File: config.mk
export PLATFORM = sky130hd
export DESIGN_NAME = pes_event_select
export DESIGN_NICKNAME = d
export VERILOG_FILES = /design/src/pkg/pes_pkg.sv /design/src/logic/pes_stack_delta.sv /design/src/logic/pes_event_select.sv
export SDC_FILE = /design/constraint.sdc
export NUM_CORES = 1
export LEC_CHECK = 0
export BUFFER_PORTS_ARGS = -buffer_cell sky130_fd_sc_hd__buf_2
export CORE_MARGIN = 8
export CORE_UTILIZATION = 60
export DETAILED_ROUTE_END_ITERATION = 12
export PLACE_DENSITY = 0.94
export REMOVE_ABC_BUFFERS = 1
export SLEW_MARGIN = 15
export SYNTH_ARGS = -nofsm -noshare
export SYNTH_HDL_FRONTEND = slang
export SYNTH_HIERARCHICAL = 1
export SYNTH_SLANG_ARGS = --single-unit
export TNS_END_PERCENT = 50
File: constraint.sdc
create_clock -name core_clk -period 6.7 [get_ports core_clk]
set_input_delay 1.34 -clock core_clk [delete_from_list [all_inputs] [get_ports core_clk]]
set_output_delay 1.34 -clock core_clk [all_outputs]
set_load 0.005 [all_outputs]
File: src/pkg/pes_pkg.sv
// Package for the performance event select and qualify block.
// Assumes one core clock; all strobes arrive synchronous to it.
package pes_pkg;

  // Event codes
  localparam logic [7:0] EV_FP_SIMD = 8'hCC;
  localparam logic [7:0] EV_MACRO = 8'hD0;
  localparam logic [7:0] EV_UOPS = 8'hD1;
  localparam logic [7:0] EV_RAT = 8'hD2;

  // Unit masks
  localparam logic [7:0] UM_TO_FP = 8'h01;
  localparam logic [7:0] UM_TO_SIMD = 8'h02;
  localparam logic [7:0] UM_ANY_TRANS = 8'h03;
  localparam logic [7:0] UM_DECODED = 8'h01;
  localparam logic [7:0] UM_SEQ_UOPS = 8'h02;
  localparam logic [7:0] UM_STACK_FOLD = 8'h04;
  localparam logic [7:0] UM_STACK_SYNC = 8'h08;
  localparam logic [7:0] UM_FLAG_STALL = 8'h01;
  localparam logic [7:0] UM_REG_STALL = 8'h02;
  localparam logic [7:0] UM_ROB_STALL = 8'h04;
  localparam logic [7:0] UM_SERIAL_STALL = 8'h08;

  // Widths
  localparam int COUNT_W = 48;
  localparam int UOP_W = 4;
  localparam int FLAG_W = 6;
  localparam int DELTA_W = 16;
  localparam int SP_W = 32;

  // Sequencer takes over above this many uops per instruction
  localparam logic [UOP_W-1:0] SEQ_UOP_LIMIT = 4'h4;
  localparam logic [FLAG_W-1:0] FLAGS_ALL = 6'h3F;

  // Reset values
  localparam logic [COUNT_W-1:0] COUNT_RST = 48'h0;
  localparam logic [DELTA_W-1:0] DELTA_RST = 16'h0;
  localparam logic [SP_W-1:0] SP_RST = 32'h0;
  localparam logic [FLAG_W-1:0] FLAG_RST = 6'h0;

  typedef enum logic [3:0] {
    SEL_NONE,
    SEL_TO_FP,
    SEL_TO_SIMD,
    SEL_ANY_TRANS,
    SEL_DECODED,
    SEL_SEQ_UOPS,
    SEL_STACK_FOLD,
    SEL_STACK_SYNC,
    SEL_FLAG_STALL,
    SEL_REG_STALL,
    SEL_ROB_STALL,
    SEL_SERIAL_STALL
  } pes_sel_t;

  typedef enum logic [1:0] {
    CLS_OTHER,
    CLS_FP,
    CLS_SIMD_INT
  } pes_cls_t;

  // One decoded macro-instruction per cycle at most
  typedef struct packed {
    logic valid;
    pes_cls_t cls;
    logic [UOP_W-1:0] uopCount;
    logic assist;
    logic stackAdjust;
    logic [DELTA_W-1:0] stackStep;
    logic stackSync;
    logic [FLAG_W-1:0] flagWrite;
    logic [FLAG_W-1:0] flagRead;
  } pes_decode_t;

  // Rename-stage stall levels, one cycle each
  typedef struct packed {
    logic renameStall;
    logic partialRegStall;
    logic robPortStall;
    logic scoreboardStall;
  } pes_stall_t;

endpackage

File: src/logic/pes_stack_delta.sv
// Stack delta tracker: folds implicit stack pointer steps into an offset.
// Assumes adjust and sync strobes are one-cycle and core-synchronous.
`timescale 1ns/1ps
module pes_stack_delta (
  // Clock and reset
  input wire logic core_clk,
  input wire logic rst,
  // Decode strobes
  input wire logic stackAdjust,
  input wire logic [pes_pkg::DELTA_W-1:0] stackStep,
  input wire logic stackSync,
  // State
  output logic [pes_pkg::DELTA_W-1:0] stackDelta,
  output logic [pes_pkg::SP_W-1:0] stackPointer
);
  import pes_pkg::*;

  logic [DELTA_W-1:0] next_stackDelta;
  logic [SP_W-1:0] next_stackPointer;
  logic [SP_W-1:0] deltaWide;
  logic [DELTA_W-1:0] syncedDelta;

  // Sign-extend the offset before it is added to the pointer
  assign deltaWide = {{(SP_W-DELTA_W){stackDelta[DELTA_W-1]}}, stackDelta};
  // A step arriving with a sync lands in the fresh offset, not lost
  assign syncedDelta = stackAdjust ? stackStep : DELTA_RST;
  assign next_stackPointer = stackSync ?
                             SP_W'(stackPointer + deltaWide) : stackPointer;
  assign next_stackDelta = stackSync ? syncedDelta :
                           stackAdjust ? DELTA_W'(stackDelta + stackStep) :
                           stackDelta;

  always_ff @(posedge core_clk or posedge rst) begin
    if (rst) begin
      stackDelta <= DELTA_RST;
      stackPointer <= SP_RST;
    end else begin
      stackDelta <= next_stackDelta;
      stackPointer <= next_stackPointer;
    end
  end

endmodule

File: src/logic/pes_event_select.sv
// Event select and qualify logic for one core performance counter.
// Assumes decode and rename strobes are core-synchronous, one per cycle.
//
// Contract
// - Code CCH mask 02H counts the first SIMD integer op after an FP op.
// - Code CCH mask 03H counts each FP/SIMD integer switch either way.
// - Code D0H mask 01H counts every decoded macro-instruction.
// - Code D1H mask 02H counts uops delivered by the microcode sequencer.
// - The sequencer supplies uops above four per instruction or on assist.
// - Code D1H mask 04H counts decoded implicit stack adjusting ops.
// - Stack adjusting ops emit no pointer uop and update a delta register.
// - Code D1H mask 08H counts syncs adding the delta into the pointer.
// - Code D2H mask 01H counts stall cycles that include a flag stall.
// - A flag stall is a partial flag write then a read of untouched flags.
// - Code D2H mask 02H counts partial register latency cycles.
// - Code D2H mask 04H counts reorder buffer read port stall cycles.
// - Each retry cycle under a lasting read port stall counts again.
// - Code D2H mask 08H counts serialization scoreboard stall cycles.
// - Code CCH mask 01H counts the first FP op after a SIMD integer op.
`timescale 1ns/1ps
module pes_event_select (
  // Clock and reset
  input wire logic core_clk,
  input wire logic rst,
  // Event selection
  input wire logic [7:0] evtCode,
  input wire logic [7:0] unitMask,
  input wire logic countEnable,
  // Core strobes
  input wire pes_pkg::pes_decode_t decode,
  input wire pes_pkg::pes_stall_t stall,
  // Pipeline side effects
  output logic seqSource,
  output logic uopEmitted,
  output logic [pes_pkg::DELTA_W-1:0] stackDelta,
  output logic [pes_pkg::SP_W-1:0] stackPointer,
  // Counter
  output logic eventHit,
  output logic [pes_pkg::COUNT_W-1:0] eventCount
);
  import pes_pkg::*;

  // Map a code and mask pair to a selection; anything else counts nothing
  function automatic pes_sel_t selectEvent(input logic [7:0] code,
                                           input logic [7:0] mask);
    pes_sel_t sel;
    sel = SEL_NONE;
    unique case (code)
      EV_FP_SIMD: begin
        if (mask == UM_TO_FP) begin
          sel = SEL_TO_FP;
        end else if (mask == UM_TO_SIMD) begin
          sel = SEL_TO_SIMD;
        end else if (mask == UM_ANY_TRANS) begin
          sel = SEL_ANY_TRANS;
        end
      end
      EV_MACRO: begin
        if (mask == UM_DECODED) begin
          sel = SEL_DECODED;
        end
      end
      EV_UOPS: begin
        if (mask == UM_SEQ_UOPS) begin
          sel = SEL_SEQ_UOPS;
        end else if (mask == UM_STACK_FOLD) begin
          sel = SEL_STACK_FOLD;
        end else if (mask == UM_STACK_SYNC) begin
          sel = SEL_STACK_SYNC;
        end
      end
      EV_RAT: begin
        if (mask == UM_FLAG_STALL) begin
          sel = SEL_FLAG_STALL;
        end else if (mask == UM_REG_STALL) begin
          sel = SEL_REG_STALL;
        end else if (mask == UM_ROB_STALL) begin
          sel = SEL_ROB_STALL;
        end else if (mask == UM_SERIAL_STALL) begin
          sel = SEL_SERIAL_STALL;
        end
      end
      default: begin
        sel = SEL_NONE;
      end
    endcase
    return sel;
  endfunction

  // Widen a one-bit condition into an increment amount
  function automatic logic [UOP_W-1:0] one(input logic cond);
    return cond ? {{(UOP_W-1){1'h0}}, 1'h1} : {UOP_W{1'h0}};
  endfunction

  pes_sel_t evtSel;
  pes_cls_t lastCls;
  pes_cls_t next_lastCls;
  logic [FLAG_W-1:0] lastFlagWrite;
  logic [FLAG_W-1:0] next_lastFlagWrite;
  logic lastPartial;
  logic next_lastPartial;
  logic flagHazardHeld;
  logic next_flagHazardHeld;
  logic [COUNT_W-1:0] next_eventCount;
  logic next_eventHit;

  logic isFp;
  logic isSimdInt;
  logic toFp;
  logic toSimd;
  logic seqUops;
  logic stackFold;
  logic stackSyncOp;
  logic flagWriter;
  logic flagReader;
  logic partialWrite;
  logic flagHazardNow;
  logic flagStallCycle;
  logic regStallCycle;
  logic robStallCycle;
  logic serialStallCycle;
  logic [UOP_W-1:0] seqUopAmount;
  logic [UOP_W-1:0] incAmount;

  assign evtSel = selectEvent(evtCode, unitMask);

  // FP versus SIMD integer transitions; other instructions keep history
  assign isFp = decode.valid && (decode.cls == CLS_FP);
  assign isSimdInt = decode.valid && (decode.cls == CLS_SIMD_INT);
  assign toFp = isFp && (lastCls == CLS_SIMD_INT);
  assign toSimd = isSimdInt && (lastCls == CLS_FP);
  assign next_lastCls = (isFp || isSimdInt) ? decode.cls : lastCls;

  // Long flows and assists come from the microcode sequencer
  assign seqSource = decode.valid &&
                     ((decode.uopCount > SEQ_UOP_LIMIT) || decode.assist);
  assign seqUops = seqSource;
  assign seqUopAmount = seqUops ? decode.uopCount : {UOP_W{1'b0}};

  // Stack adjusts fold into the delta, so no pointer uop goes out
  assign stackFold = decode.valid && decode.stackAdjust;
  assign uopEmitted = decode.valid && !decode.stackAdjust;
  assign stackSyncOp = decode.valid && decode.stackSync;

  // Partial flag write followed by a read of flags it left alone
  assign flagWriter = decode.valid && (decode.flagWrite != FLAG_RST);
  assign flagReader = decode.valid && (decode.flagRead != FLAG_RST);
  assign partialWrite = flagWriter && (decode.flagWrite != FLAGS_ALL);
  assign flagHazardNow = flagReader && lastPartial &&
                         ((decode.flagRead & ~lastFlagWrite) != FLAG_RST);
  assign next_lastFlagWrite = flagWriter ? decode.flagWrite : lastFlagWrite;
  assign next_lastPartial = flagWriter ? partialWrite : lastPartial;
  // Hazard stays armed while the rename stall it caused lasts
  assign next_flagHazardHeld = stall.renameStall &&
                               (flagHazardNow || flagHazardHeld);

  // Stall cycles are counted per cycle, not per event
  assign flagStallCycle = stall.renameStall &&
                          (flagHazardNow || flagHazardHeld);
  assign regStallCycle = stall.partialRegStall;
  // Retries under a lasting port stall count each cycle again
  assign robStallCycle = stall.robPortStall;
  assign serialStallCycle = stall.scoreboardStall;

  always_comb begin
    incAmount = {UOP_W{1'b0}};
    unique case (evtSel)
      SEL_NONE: incAmount = {UOP_W{1'b0}};
      SEL_TO_FP: incAmount = one(toFp);
      SEL_TO_SIMD: incAmount = one(toSimd);
      SEL_ANY_TRANS: incAmount = one(toFp || toSimd);
      SEL_DECODED: incAmount = one(decode.valid);
      SEL_SEQ_UOPS: incAmount = seqUopAmount;
      SEL_STACK_FOLD: incAmount = one(stackFold);
      SEL_STACK_SYNC: incAmount = one(stackSyncOp);
      SEL_FLAG_STALL: incAmount = one(flagStallCycle);
      SEL_REG_STALL: incAmount = one(regStallCycle);
      SEL_ROB_STALL: incAmount = one(robStallCycle);
      SEL_SERIAL_STALL: incAmount = one(serialStallCycle);
    endcase
  end

  // Counter wraps silently; overflow handling lives elsewhere
  assign next_eventHit = countEnable && (incAmount != {UOP_W{1'b0}});
  assign next_eventCount = next_eventHit ?
                           COUNT_W'(eventCount + COUNT_W'(incAmount)) :
                           eventCount;

  always_ff @(posedge core_clk or posedge rst) begin
    if (rst) begin
      lastCls <= CLS_OTHER;
      lastFlagWrite <= FLAG_RST;
      lastPartial <= 1'h0;
      flagHazardHeld <= 1'h0;
    end else begin
      lastCls <= next_lastCls;
      lastFlagWrite <= next_lastFlagWrite;
      lastPartial <= next_lastPartial;
      flagHazardHeld <= next_flagHazardHeld;
    end
  end

  always_ff @(posedge core_clk or posedge rst) begin
    if (rst) begin
      eventHit <= 1'h0;
      eventCount <= COUNT_RST;
    end else begin
      eventHit <= next_eventHit;
      eventCount <= next_eventCount;
    end
  end

  pes_stack_delta u_stack_delta (
    .core_clk(core_clk),
    .rst(rst),
    .stackAdjust(stackFold),
    .stackStep(decode.stackStep),
    .stackSync(stackSyncOp),
    .stackDelta(stackDelta),
    .stackPointer(stackPointer)
  );

endmodule

==> impl_summary.txt, run 1 <==
----------------------------------------------------
[Outcome]
  Run status ... complete, no violations

[Worst setup path]
  Setup Crit Path Kind ... in -> reg
  Capture point of the worst reg-to-reg path ... eventCount[24]
  Number of cells on the worst reg-to-reg path ... 15
  Highest net fanout along the worst path ... 19
  Critical path startpoint category ... primary input
  Setup crit end kind ... flop
  Register-to-register setup slack ... 3.00 ns
  Signal arrival time at the worst endpoint ... about 5.4 ns
  Startpoint of the most critical register-to-register path ... lastCls[0]
  Required @ worst endpoint ... between 6 and 7 ns

[Floorplanning]
  Die height ... 129 µm
  Total die area ... 0.0166 mm²
  Core Region ... 0.0125 mm²
  Top-Level Pins ... 160
  Starting density of the core ... 0.610
  Num rows ... 41
  Die Wd ... 129 µm

[GRT]
  Total global routing track utilization ... 0.237
  Vias in the first global route ... 6563
  Maximum number of pins on one net before global-route repair ... 60
  Initial antenna violation count ... 1
  Remaining Overflow, GRT ... 0
  Wire length of the first global-routing pass ... about 32000 µm

[Logic synthesis]
  Summed instance area of the synthesized netlist ... 0.00763 mm²
  Largest family of logic cells by synthesized area ... simple AND/OR/NAND/NOR gates
  Portion of the post-synthesis area used by sequential elements ... 0.351
  YS warnings ... 6
  Number of synthesized register bits ... between 100 and 150
  Synthesized-area fraction occupied by and/or/nand/nor cells ... 0.194
  Multiplexer share of the synthesized area ... 0.0585
  Syn Area/Cell ... 9.40 µm²
  Most used flip-flop cell after synthesis ... dfrtp_1
  Number of cells produced by synthesis ... 812
  Synth Area in XOR/XNOR ... 0.0962
  Synth unique cells ... 74
  Adder and majority gate portion of the synthesized area ... 0.0898
  Number of synthesized flops with an enable pin ... 0
  Share of the synthesized area in compound gates (AO/OA/AOI/OAI) ... 0.173
  Proportion of register bits with asynchronous set or reset after synthesis ... 1.00

[Placed design]
  Last weighted congestion value of the routability-driven placer ... 0.896
  Placed wire-length estimate ... 14400 µm
  Number of input and output port buffers inserted ... 159
  Post-placement worst setup slack ... roughly 1.2 ns
  Placed cell count ... 1110

[Timing]
  Number of pins exceeding their max-slew limit in the final report ... 0
  Transition time of the tightest slew-check pin ... 1.03 ns
  Setup repair after global routing missed its margin ... no
  Worst setup slack after layout ... 1.56 ns
  Setup clock skew after layout ... around 0.0099 ns
  Shortest clock period the worst path allows after layout ... slightly above 5 ns
  Final clock period utilization by the worst path ... 0.767
  Fmax ... roughly 200 MHz
  Relative slew slack ... 0.313
  Final setup viols ... 0
  Final setup TNS ... 0 ns
  Hold Vio Cnt, Final ... 0

[Layout]
  Fraction of the core area covered by cells at the end of the flow ... 0.702
  Cell Count, Final, Fillers Out ... 1127
  Fin nets ... roughly 1100
  Layout overhead on the synthesized area ... 15.1%
  Fraction of final layout cells sized beyond drive strength 1 ... 0.245

[Power]
  Total leakage power ... 0.00429 µW
  Total power per unit cell area ... 405 mW/mm²
  Highest ir drop seen on vdd ... between 0.2 and 0.25 mV
  Pwr Total ... 3560 µW

[Routing]
  Detailed-router iteration count before antenna repair ... 5
  Initial DRC count ... 592
  Routed vias ... approximately 7000
  Post-detailed-route via-to-cell ratio ... just over 6
  Antenna-violating nets left ... 0
  Total wire length ... 19600 µm
  Total DRC errors in the routed layout ... 0
  Final routed wire length divided by cell count ... 17.4 µm

[Clocking]
  Post-CTS Setup Bufs ... 0
  Post-cts repair resize count ... 0
  H-Tree Level Count ... 3
  Clock net sink count ... 107
  Library cell used as clock root buffer ... clkbuf_16
  Total of hold buffers inserted after clock tree synthesis ... 0
  Bufs on Longest Clock Path ... 2
  TritonCTS clock tree ... yes
  Cts bufs inserted ... 9
  Clock input transition at the sequential cells of the worst setup and hold paths ... 0.07 ns
  Clk Latency, worst-skew pair ... 0.36 ns

[Job]
  Reported max-cap violation count ... 0

[Hold path]
  Startpoint of the most critical hold path ... eventCount[47]
  Cells on Worst Hold Path ... 1
  HP Class ... reg -> reg
  Sink of the worst hold path ... eventCount[47]

----------------------------------------------------
[power breakdown]
group	internal [µW]	total, µW	switching [µW]
combinational	929	2060	1130
sequential	791	949	158
clock	301	550	249
[layout make-up]
class	instances	area [µm²]
timing repair buffer	162	818
antenna	1	2.50
multi-input combinational	642	4670
clock inverter	6	63.8
sequential	107	2680
fill	973	3730
inverter	27	101
clock buffer	10	239
tap	172	215
[worst max-delay path, stage by stage]
cell	delay (ns)
buf_2	0.15
or4b_4	0.56
mux2_2	0.29
a211o_1	0.30
nor4b_1	0.38
nor3_1	0.12
nand2_1	0.08
ha_1	0.16
inv_1	0.06
fa_1	0.41
nor2b_1	0.13
o21ai_0	0.10
nand2b_1	0.14
and2_1	0.66
and3_1	0.25
nand3_1	0.09
xnor2_1	0.17
[stage by stage]
stage	instance area (µm²)	hold WS (ns)
floorplan	7450	0.446
global placement	8480	0.452
detailed placement	8480	0.465
CTS	8780	0.474
global route	8790	0.503
finish	8790	0.474
[registers in the layout (all words and copies together) (netlist names)]
signal and cells:
eventCount 48, u_stack_delta/stackPointer 32, u_stack_delta/stackDelta 16, lastFlagWrite 6
lastCls 2, eventHit 1, flagHazardHeld 1, lastPartial 1
[cells in the mapped netlist, types with 12 or more instances]
cell      instances  area [µm²]
dfrtp_1         107        2680
a21o_1           30         225
nand2_1          68         255
clkbuf_1         22        82.6
nand3_1          32         160
mux2_2           22         248
nor2_1           32         120
o21ai_0          42         210
ha_1             50         626
xnor2_1          71         622
a21oi_1          46         230
and2_1           12        75.1
inv_1            27         101
and3_1           27         169
nand4_1          28         175
mux2i_1          15         150
[kinds of logic (layout without fill, tap and decap cells)]
group | count (synthesis) | in the layout
adder cells (fa/ha/maj) | 53 | 53
XOR/XNOR | 83 | 83
multiplexers | 41 | 41
flip-flops | 107 | 107
AO/OA/AOI/OAI | 196 | 196
AND/OR/NAND/NOR | 269 | 269
other | 0 | 1
buffers and inverters | 63 | 205
[cells in the final DEF (no fill, tap or decap), drive strengths merged, types with 4 or more instances in the layout]
| cell | count |
|---|---|
| and2 | 13 |
| nor2 | 33 |
| a21oi | 46 |
| mux2 | 26 |
| o21bai | 9 |
| mux2i | 15 |
| buf | 162 |
| nand3 | 42 |
| nand2b | 7 |
| a31o | 5 |
| ha | 50 |
| a31oi | 6 |
| inv | 28 |
| xor2 | 11 |
| dfrtp | 107 |
| o31ai | 4 |
| xnor2 | 72 |
| nand2 | 68 |
| a21o | 30 |
| and4 | 6 |
| a211oi | 11 |
| or2 | 5 |
| clkbuf | 10 |
| nand4 | 28 |
| nor3 | 11 |
| o21ai | 44 |
| nor2b | 8 |
| and3 | 28 |
| nor4 | 4 |
[routing by layer]
layer  part of all wire  track usage
met1               0.42        0.286
met3              0.070       0.0658
met4              0.019       0.0774
met2               0.49        0.400
met5                  0            0
[worst max-delay path by stage]
stage	slack [ns]	end	start	cells after the start
detailed placement	1.19	eventCount[36]	unitMask[1]	17
floorplan	1.85	eventCount[24]	decode[37]	14
finish	1.56	eventCount[24]	unitMask[1]	17
CTS	1.58	eventCount[36]	unitMask[1]	17
global route	1.30	eventCount[24]	unitMask[4]	17
global placement	1.43	eventCount[36]	unitMask[1]	17
(Power assumes the default switching activity.)
==> run 2, diff against run 1 <==
--- a/config.mk
+++ b/config.mk
@@ -5,11 +5,12 @@
 export SDC_FILE = /design/constraint.sdc
 export NUM_CORES = 1
 export LEC_CHECK = 0
+export ABC_AREA = 1
 export BUFFER_PORTS_ARGS = -buffer_cell sky130_fd_sc_hd__buf_2
 export CORE_MARGIN = 8
-export CORE_UTILIZATION = 60
+export CORE_UTILIZATION = 59
 export DETAILED_ROUTE_END_ITERATION = 12
-export PLACE_DENSITY = 0.94
+export PLACE_DENSITY = 0.91
 export REMOVE_ABC_BUFFERS = 1
 export SLEW_MARGIN = 15
 export SYNTH_ARGS = -nofsm -noshare
==> constraint.sdc (replaced) <==
create_clock -name core_clk -period 5.3 [get_ports core_clk]
set_input_delay 1.06 -clock core_clk [delete_from_list [all_inputs] [get_ports core_clk]]
set_output_delay 1.06 -clock core_clk [all_outputs]
set_load 0.005 [all_outputs]
==> run 2 against run 1 <==
Net effect: register-to-register slack got worse by 1.4 ns; cell area up 26%; count of clock-buffer cells in the layout fell by 1; combinational power down 9.7%; critical endpoint is now eventCount[42]; area after synthesis grew 29%; power grew 4.6%; clock skew down 0.0018 ns; largest cell class unchanged; die area increased by 27%; routed wire length grew 48%; final cell count rose by 75%.
==> impl_summary.txt, run 2 <==
----------------------------------------------------
[GRT]
  Wire length of the first global-routing pass ... 49800 µm (+57%)
  Total global routing track utilization ... 0.278 (+0.0415)
  Remaining Overflow, GRT ... 0 (unchanged)
  Maximum number of pins on one net before global-route repair ... 60 (unchanged)
  Initial antenna violation count ... 0 (-1)
  Vias in the first global route ... 10500 (+60%)

[Clocking]
  Library cell used as clock root buffer ... clkbuf_16
  Clk Latency, worst-skew pair ... 0.36 ns (about the same)
  Clock input transition at the sequential cells of the worst setup and hold paths ... 0.08 ns (about the same)
  H-Tree Level Count ... 3 (unchanged)
  Clock net sink count ... 107 (unchanged)
  Bufs on Longest Clock Path ... 2 (unchanged)
  Total of hold buffers inserted after clock tree synthesis ... 0 (unchanged)
  Post-cts repair resize count ... 0 (unchanged)
  Post-CTS Setup Bufs ... 0 (unchanged)
  TritonCTS clock tree ... yes
  Cts bufs inserted ... 9 (unchanged)

[Worst setup path]
  Startpoint of the most critical register-to-register path ... lastFlagWrite[1]
  Setup Crit Path Kind ... in -> reg
  Required @ worst endpoint ... 5.60 ns (-1.34 ns)
  Cell family contributing the most delay on the critical path ... simple AND/OR/NAND/NOR gates
  Number of stages on the worst setup path ... 26 (+9)
  Highest net fanout along the worst path ... 7 (-12)
  Number of cells on the worst reg-to-reg path ... 21 (+6)
  Max incr delay on CP ... 0.41 ns (-0.25 ns)
  Signal arrival time at the worst endpoint ... 4.58 ns (-0.80 ns)
  Slowest stage cell on the critical path ... fa_1
  Setup crit end kind ... flop
  Crit path buf inv count ... 6 (+4)
  Launching element of the worst setup path ... unitMask[4]
  Critical path startpoint category ... primary input

[Logic synthesis]
  Proportion of register bits with asynchronous set or reset after synthesis ... 1.00 (unchanged)
  Most used flip-flop cell after synthesis ... dfrtp_1
  Syn Area/Cell ... 6.12 µm² (-35%)
  Number of synthesized flops with an enable pin ... 0 (unchanged)
  YS warnings ... 6 (unchanged)
  Most frequent cell after synthesis ... nand2_1
  Proportion of netlist area held by the largest area contributor ... 0.273 (-0.0779)
  Post-synth top cells ... nand2_1 (595), inv_1 (213), nor2_1 (157), nand3_1 (153), dfrtp_1 (107)
  Synth unique cells ... 37 (-50%)
  Yosys top cell by area ... dfrtp_1
  Cell types with the largest area share after synthesis ... dfrtp_1 (27%), nand2_1 (23%), inv_1 (8.1%)
  Summed instance area of the synthesized netlist ... 0.00982 mm² (+29%)
  Number of cells produced by synthesis ... 1603 (+97%)
  Number of synthesized register bits ... 107 (unchanged)
  Portion of the post-synthesis area used by sequential elements ... 0.273 (-0.0779)

[Placed design]
  Placed wire-length estimate ... 22900 µm (+60%)
  Last weighted congestion value of the routability-driven placer ... 0.972 (+8.5%)
  Number of input and output port buffers inserted ... 159 (unchanged)

[Timing]
  Hold Vio Cnt, Final ... 0 (unchanged)
  Transition time of the tightest slew-check pin ... 1.03 ns (+0.00546 ns)
  Number of pins exceeding their max-slew limit in the final report ... 0 (unchanged)
  Fmax ... about 230 MHz
  Final clock period utilization by the worst path ... 0.808
  Setup repair after global routing missed its margin ... no
  Relative slew slack ... 0.308 (-0.00519)
  Shortest clock period the worst path allows after layout ... roughly 4.3 ns
  Final setup viols ... 0 (unchanged)
  Final setup TNS ... 0 ns (unchanged)
  Setup clock skew after layout ... 0.00804 ns (-0.00181 ns)

[Floorplanning]
  Core Region ... 0.0164 mm² (+31%)
  Top-Level Pins ... 160 (unchanged)
  Total die area ... 0.0210 mm² (+27%)
  Die Wd ... 145 µm (+13%)
  Num rows ... 47 (+15%)
  Die height ... 145 µm (+13%)
  Starting density of the core ... 0.598 (-0.0117)

[Routing]
  Total DRC errors in the routed layout ... 0 (unchanged)
  Post-detailed-route via-to-cell ratio ... 5.41 (-11%)
  Routed vias ... 10700 (+55%)
  Detailed-router iteration count before antenna repair ... 6 (+1)
  Initial DRC count ... 817 (+38%)
  Final routed wire length divided by cell count ... 14.7 µm (-15%)
  Antenna-violating nets left ... 0 (unchanged)
  Total wire length ... 29100 µm (+48%)

[Layout]
  Register with the most flip-flops ... eventCount
  Largest register FFs ... 48 (unchanged)
  Commonest cells after routing, fill and taps aside ... nand2_1 (595), inv_1 (211), buf_2 (159)
  Layout overhead on the synthesized area ... 13.1%
  Fraction of final layout cells sized beyond drive strength 1 ... 0.134 (-0.111)
  Antenna diodes ... 0 (-1)
  Fraction of the core area covered by cells at the end of the flow ... 0.676 (-0.0256)
  Commonest non-fill, non-tap cell in the layout ... nand2_1
  Registers with the highest flip-flop counts ... eventCount x48, u_stack_delta/stackPointer x32, u_stack_delta/stackDelta x16
  Fin nets ... 1862 (+75%)

[Power]
  Total power per unit cell area ... 336 mW/mm² (-17%)
  Sequential share of power ... 0.301 (+0.035)
  Internal ... 2090 µW (+3.4%)
  Highest ir drop seen on vdd ... 0.235 mV (+17%)
  Net switching power ... 1640 µW (+6.2%)
  Share of total power in combinational logic ... 0.500 (-0.079)
  Switching Share ... 0.439 (+0.00662)
  Part of the total power dissipated in the clock network ... 0.199 (+0.045)
  Total leakage power ... 0.00638 µW (+49%)

[Outcome]
  Run status ... complete, no violations

[Hold path]
  Startpoint of the most critical hold path ... lastFlagWrite[0]
  HP Class ... reg -> reg
  Cells on Worst Hold Path ... 2 (+1)

[Job]
  Reported max-cap violation count ... 0 (unchanged)

----------------------------------------------------
==> run 2: path summary, 6_finish.rpt <==
kind                                                 end  slack, ns
setup reg to reg                          eventCount[42]       1.65
hold / removal                          lastFlagWrite[0]       0.49
hold reg to reg                         lastFlagWrite[0]       0.49
min in group asynchronous                 eventCount[36]       0.95
max in group asynchronous  u_stack_delta/stackPointer[1]       3.71
setup / recovery                          eventCount[42]       1.02
==> run 2: layout make-up <==
cell class	instances	area [µm²]
repair buffers	164	833
inverters	228	856
clock inverters	7	98.8
flip-flops and latches	107	2680
well taps	220	275
clock buffers	9	225
multi-input cells	1238	6130
fillers	1498	5310
==> run 2: through the flow <==
step | area, µm² | total power (µW) | std cells | hold WS (ns) | setup WS [ns]
after floorplan | 9660 | 2420 | 1573 | 0.443 | 1.37
after global placement | 10800 | 2920 | 1957 | 0.462 | 0.902
after detailed placement | 10800 | 2970 | 1957 | 0.473 | 0.703
after CTS | 11100 | 3720 | 1973 | 0.492 | 1.06
after global routing | 11100 | 4050 | 1973 | 0.511 | 0.619
final | 11100 | 3730 | 1973 | 0.490 | 1.02
==> run 2: logic make-up after synthesis <==
kind of cell,Yosys count,synth area share
AO/OA/AOI/OAI,105,0.0566
XOR/XNOR,69,0.0616
adder cells (fa/ha/maj),53,0.0699
buffers and inverters,258,0.103
flip-flops,107,0.273
AND/OR/NAND/NOR,1011,0.436
==> run 2: power groups by stage <==
stage / combinational [µW] / sequential (µW) / clock [µW]
4_1_cts: 1840 / 1120 / 757
6_report: 1860 / 1120 / 742
3_3_place_gp: 1790 / 1130 / 0
3_5_place_dp: 1830 / 1140 / 0
5_1_grt: 2120 / 1150 / 784
2_1_floorplan: 1310 / 1110 / 0
==> run 2: routing by layer <==
layer	routed length [µm]	up-vias	global-route usage
li1	-	5331	-
met1	12600	4892	0.347
met2	13700	407	0.476
met3	2190	46	0.0547
met4	588	0	0.0847
met5	0	-	0
==> run 2: worst min-delay path, stage by stage, from the launching register on <==
cell and delay [ns]:
dfrtp_1 0.35, nand2_1 0.05, o21ai_0 0.06
==> run 3, diff against run 2 <==
--- a/config.mk
+++ b/config.mk
@@ -5,12 +5,12 @@
 export SDC_FILE = /design/constraint.sdc
 export NUM_CORES = 1
 export LEC_CHECK = 0
-export ABC_AREA = 1
+export ABC_AREA = 0
 export BUFFER_PORTS_ARGS = -buffer_cell sky130_fd_sc_hd__buf_2
 export CORE_MARGIN = 8
-export CORE_UTILIZATION = 59
+export CORE_UTILIZATION = 51
 export DETAILED_ROUTE_END_ITERATION = 12
-export PLACE_DENSITY = 0.91
+export PLACE_DENSITY = 0.86
 export REMOVE_ABC_BUFFERS = 1
 export SLEW_MARGIN = 15
 export SYNTH_ARGS = -nofsm -noshare
==> constraint.sdc (replaced) <==
create_clock -name core_clk -period 3.6 [get_ports core_clk]
set_input_delay 0.72 -clock core_clk [delete_from_list [all_inputs] [get_ports core_clk]]
set_output_delay 0.72 -clock core_clk [all_outputs]
set_load 0.005 [all_outputs]
==> run 3 against run 2 <==
Net effect: the flow now finishes with violations (negative setup slack); register-to-register slack got worse by 1.2 ns; sequential share of layout area grew 4.4 points; via count is 34% lower; worst hold slack got worse by 0.023 ns; critical endpoint is now eventCount[32]; largest power group unchanged.
==> impl_summary.txt, run 3 (synthesis gave the netlist of run 1 again) <==
----------------------------------------------------
[Outcome]
  Run status ... finished with violations
  Violations in the final reports ... negative setup slack

[Power]
  Sequential share of power ... 0.266 (-0.035)
  Total leakage power ... 0.00462 µW (-28%)
  Switching Share ... 0.429 (-0.0101)
  Highest ir drop seen on vdd ... 0.306 mV (+30%)
  Share of total power in combinational logic ... 0.585 (+0.085)
  Internal ... 3750 µW (+79%)
  Part of the total power dissipated in the clock network ... 0.148 (-0.051)
  Total power per unit cell area ... 700 mW/mm² (+110%)
  Pwr Total ... 6560 µW (+76%)
  Net switching power ... 2820 µW (+72%)

[GRT]
  Vias in the first global route ... 7088 (-33%)
  Total global routing track utilization ... 0.209 (-0.0689)
  Initial antenna violation count ... 4 (+4)
  Wire length of the first global-routing pass ... 34100 µm (-31%)
  Maximum number of pins on one net before global-route repair ... 59 (-1.7%)
  Remaining Overflow, GRT ... 0 (unchanged)

[Placed design]
  Number of input and output port buffers inserted ... 159 (unchanged)
  Last weighted congestion value of the routability-driven placer ... 0.911 (-6.2%)
  Placed wire-length estimate ... 15400 µm (-33%)
  Placed cell count ... 1174 (-40%)
  Post-detailed-placement cell area ... 0.00890 mm² (-17%)

[Worst setup path]
  Max incr delay on CP ... 0.53 ns (+0.12 ns)
  Launching element of the worst setup path ... unitMask[2]
  Number of cells on the worst reg-to-reg path ... 10 (-52%)
  Critical path startpoint category ... primary input
  Number of stages on the worst setup path ... 19 (-27%)
  Required @ worst endpoint ... 3.83 ns (-1.77 ns)
  Critical path cell sequence ... buf_8 -> or4b_4 -> mux2_4 -> buf_6 -> a211oi_4 -> nand3_1 -> a21oi_2 -> nor3_1 -> nand2_1 -> ha_2 -> inv_2 -> fa_2 -> nor2b_1 -> o21ai_1 -> nand2b_1 -> and2_4 -> buf_6 -> nand4_1 -> xnor2_1
  Capture point of the worst reg-to-reg path ... u_stack_delta/stackPointer[18]
  Slowest stage cell on the critical path ... or4b_4
  Startpoint of the most critical register-to-register path ... u_stack_delta/stackDelta[0]
  Crit path buf inv count ... 4 (-2)
  Cell family contributing the most delay on the critical path ... simple AND/OR/NAND/NOR gates
  Capture point of the critical path ... eventCount[32]
  Setup crit end kind ... flop
  Signal arrival time at the worst endpoint ... 3.91 ns (-0.67 ns)
  Highest net fanout along the worst path ... 6 (-1)
  Most common cell on crit path ... buf_6
  Setup Crit Path Kind ... in -> reg
  Register-to-register setup slack ... 0.47 ns (-1.18 ns)

[Timing]
  Transition time of the tightest slew-check pin ... 0.880 ns (-0.154 ns)
  Hold Vio Cnt, Final ... 0 (unchanged)
  Final setup TNS ... -1.40 ns (-1.40 ns)
  Shortest clock period the worst path allows after layout ... between 3 and 4 ns
  Setup repair after global routing missed its margin ... yes
  Relative slew slack ... 0.412 (+0.105)
  Worst setup slack after layout ... -0.0823 ns (-1.10 ns)
  Number of pins exceeding their max-slew limit in the final report ... 0 (unchanged)
  Final setup viols ... 32 (+32)
  Fmax ... 272 MHz
  Final clock period utilization by the worst path ... 1.02
  Setup clock skew after layout ... 0.00585 ns (-0.00220 ns)

[Layout]
  Layout overhead on the synthesized area ... 22.7%
  Largest register FFs ... 48 (unchanged)
  Post-route cell area ... 0.00937 mm² (-16%)
  Fraction of final layout cells sized beyond drive strength 1 ... 0.305 (+0.171)
  Fin nets ... 1121 (-40%)
  Register with the most flip-flops ... eventCount
  Fraction of the core area covered by cells at the end of the flow ... 0.642 (-0.0341)
  Cell Count, Final, Fillers Out ... 1198 (-39%)
  Commonest cells after routing, fill and taps aside ... buf_2 (157), dfrtp_1 (107), xnor2_1 (70)
  Commonest non-fill, non-tap cell in the layout ... buf_2
  Registers with the highest flip-flop counts ... eventCount x48, u_stack_delta/stackPointer x32, u_stack_delta/stackDelta x16

[Clocking]
  Library cell used as clock root buffer ... clkbuf_16
  Clock input transition at the sequential cells of the worst setup and hold paths ... 0.07 ns (about the same)
  Clock net sink count ... 107 (unchanged)
  Total of hold buffers inserted after clock tree synthesis ... 0 (unchanged)
  Clk Latency, worst-skew pair ... 0.35 ns (about the same)
  Bufs on Longest Clock Path ... 2 (unchanged)
  Cts bufs inserted ... 9 (unchanged)
  TritonCTS clock tree ... yes
  H-Tree Level Count ... 3 (unchanged)

[Floorplanning]
  Top-Level Pins ... 160 (unchanged)
  Die height ... 138 µm (-4.6%)
  Num rows ... 44 (-6.4%)
  Starting density of the core ... 0.523 (-0.0749)
  Core Region ... 0.0146 mm² (-11%)
  Die Wd ... 138 µm (-4.6%)
  Total die area ... 0.0191 mm² (-8.9%)

[Hold path]
  HP Class ... reg -> reg

[Routing]
  Antenna-violating nets left ... 0 (unchanged)
  Initial DRC count ... 413 (-49%)
  Routed vias ... 7000 (-34%)
  Final routed wire length divided by cell count ... 17.1 µm (+16%)
  Post-detailed-route via-to-cell ratio ... 5.84 (+8.0%)
  Total wire length ... 20500 µm (-29%)
  Total DRC errors in the routed layout ... 0 (unchanged)
  Detailed-router iteration count before antenna repair ... 5 (-1)

[Job]
  Reported max-cap violation count ... 0 (unchanged)

----------------------------------------------------
## run 3: cell types whose count changed in the layout (fill, tap and decap cells not counted), moves of 28 or more
cell,delta
xnor2_1,+37
nand2_1,-527
a21o_1,+28
nand3_1,-123
inv_1,-187
nor2_1,-126
buf_4,+50
## run 3: routing by layer
layer / part of all wire / wire, µm / GRT usage / vias to the layer above
met2: 0.49 / 10000 / 0.352 / 229
met1: 0.43 / 8850 / 0.255 / 3365
met4: 0.018 / 376 / 0.0807 / 4
met5: 0.0011 / 23 / 0 / -
met3: 0.060 / 1230 / 0.0486 / 35
li1: - / - / - / 3367
## run 3: power by group through the flow
stage,Combinational [µW],Sequential (µW),Clock [µW]
floorplan,2800,1740,0
global placement,3650,1750,0
detailed placement,3780,1770,0
CTS,3810,1750,999
global route,4260,1800,1040
finish,3840,1750,972
## run 3: worst reg2reg max path, cell delays in order, from the launching register on
cell and delay (ns):
dfrtp_1 0.43, ha_1 0.26, fa_1 0.44, a211oi_1 0.32
or2_2 0.18, o211ai_1 0.17, a311o_2 0.48, a31oi_1 0.20
o21bai_1 0.12, xnor2_1 0.15, mux2_2 0.27
## run 3: how the worst min path moves through the flow
stage | cells past startpoint | slack (ns) | endpoint | start
floorplan | 2 | 0.45 | lastFlagWrite[2] | lastFlagWrite[2]
detailed placement | 2 | 0.46 | lastFlagWrite[2] | lastFlagWrite[2]
finish | 1 | 0.47 | eventCount[47] | eventCount[47]
CTS | 1 | 0.48 | eventCount[47] | eventCount[47]
global route | 1 | 0.49 | eventCount[47] | eventCount[47]
global placement | 1 | 0.45 | u_stack_delta/stackPointer[31] | u_stack_delta/stackPointer[31]
## run 3: area by class of cell
class | count | area (µm²)
tap | 184 | 230
sequential | 107 | 2680
antenna | 2 | 5.00
timing repair buffer | 220 | 1300
clock inverter | 5 | 35.0
clock buffer | 11 | 253
multi-input combinational | 642 | 4770
inverter | 27 | 103
fill | 1165 | 5220
## run 3: through the flow
| step | hold slack, ns | setup WS [ns] |
|---|---|---|
| 5_1_grt | 0.488 | -0.246 |
| 4_1_cts | 0.476 | -0.0847 |
| 6_report | 0.467 | -0.0823 |
| 2_1_floorplan | 0.446 | -0.632 |
| 3_3_place_gp | 0.451 | -0.570 |
| 3_5_place_dp | 0.464 | -0.673 |
## run 3: repair_timing
item / in CTS / in global routing
pin swaps: 32 / 24
gates resized for setup: 23 / 10
gates cloned: 1 / 0
endpoints found under the setup margin: 38 / 40
buffers inserted: 3 / 2
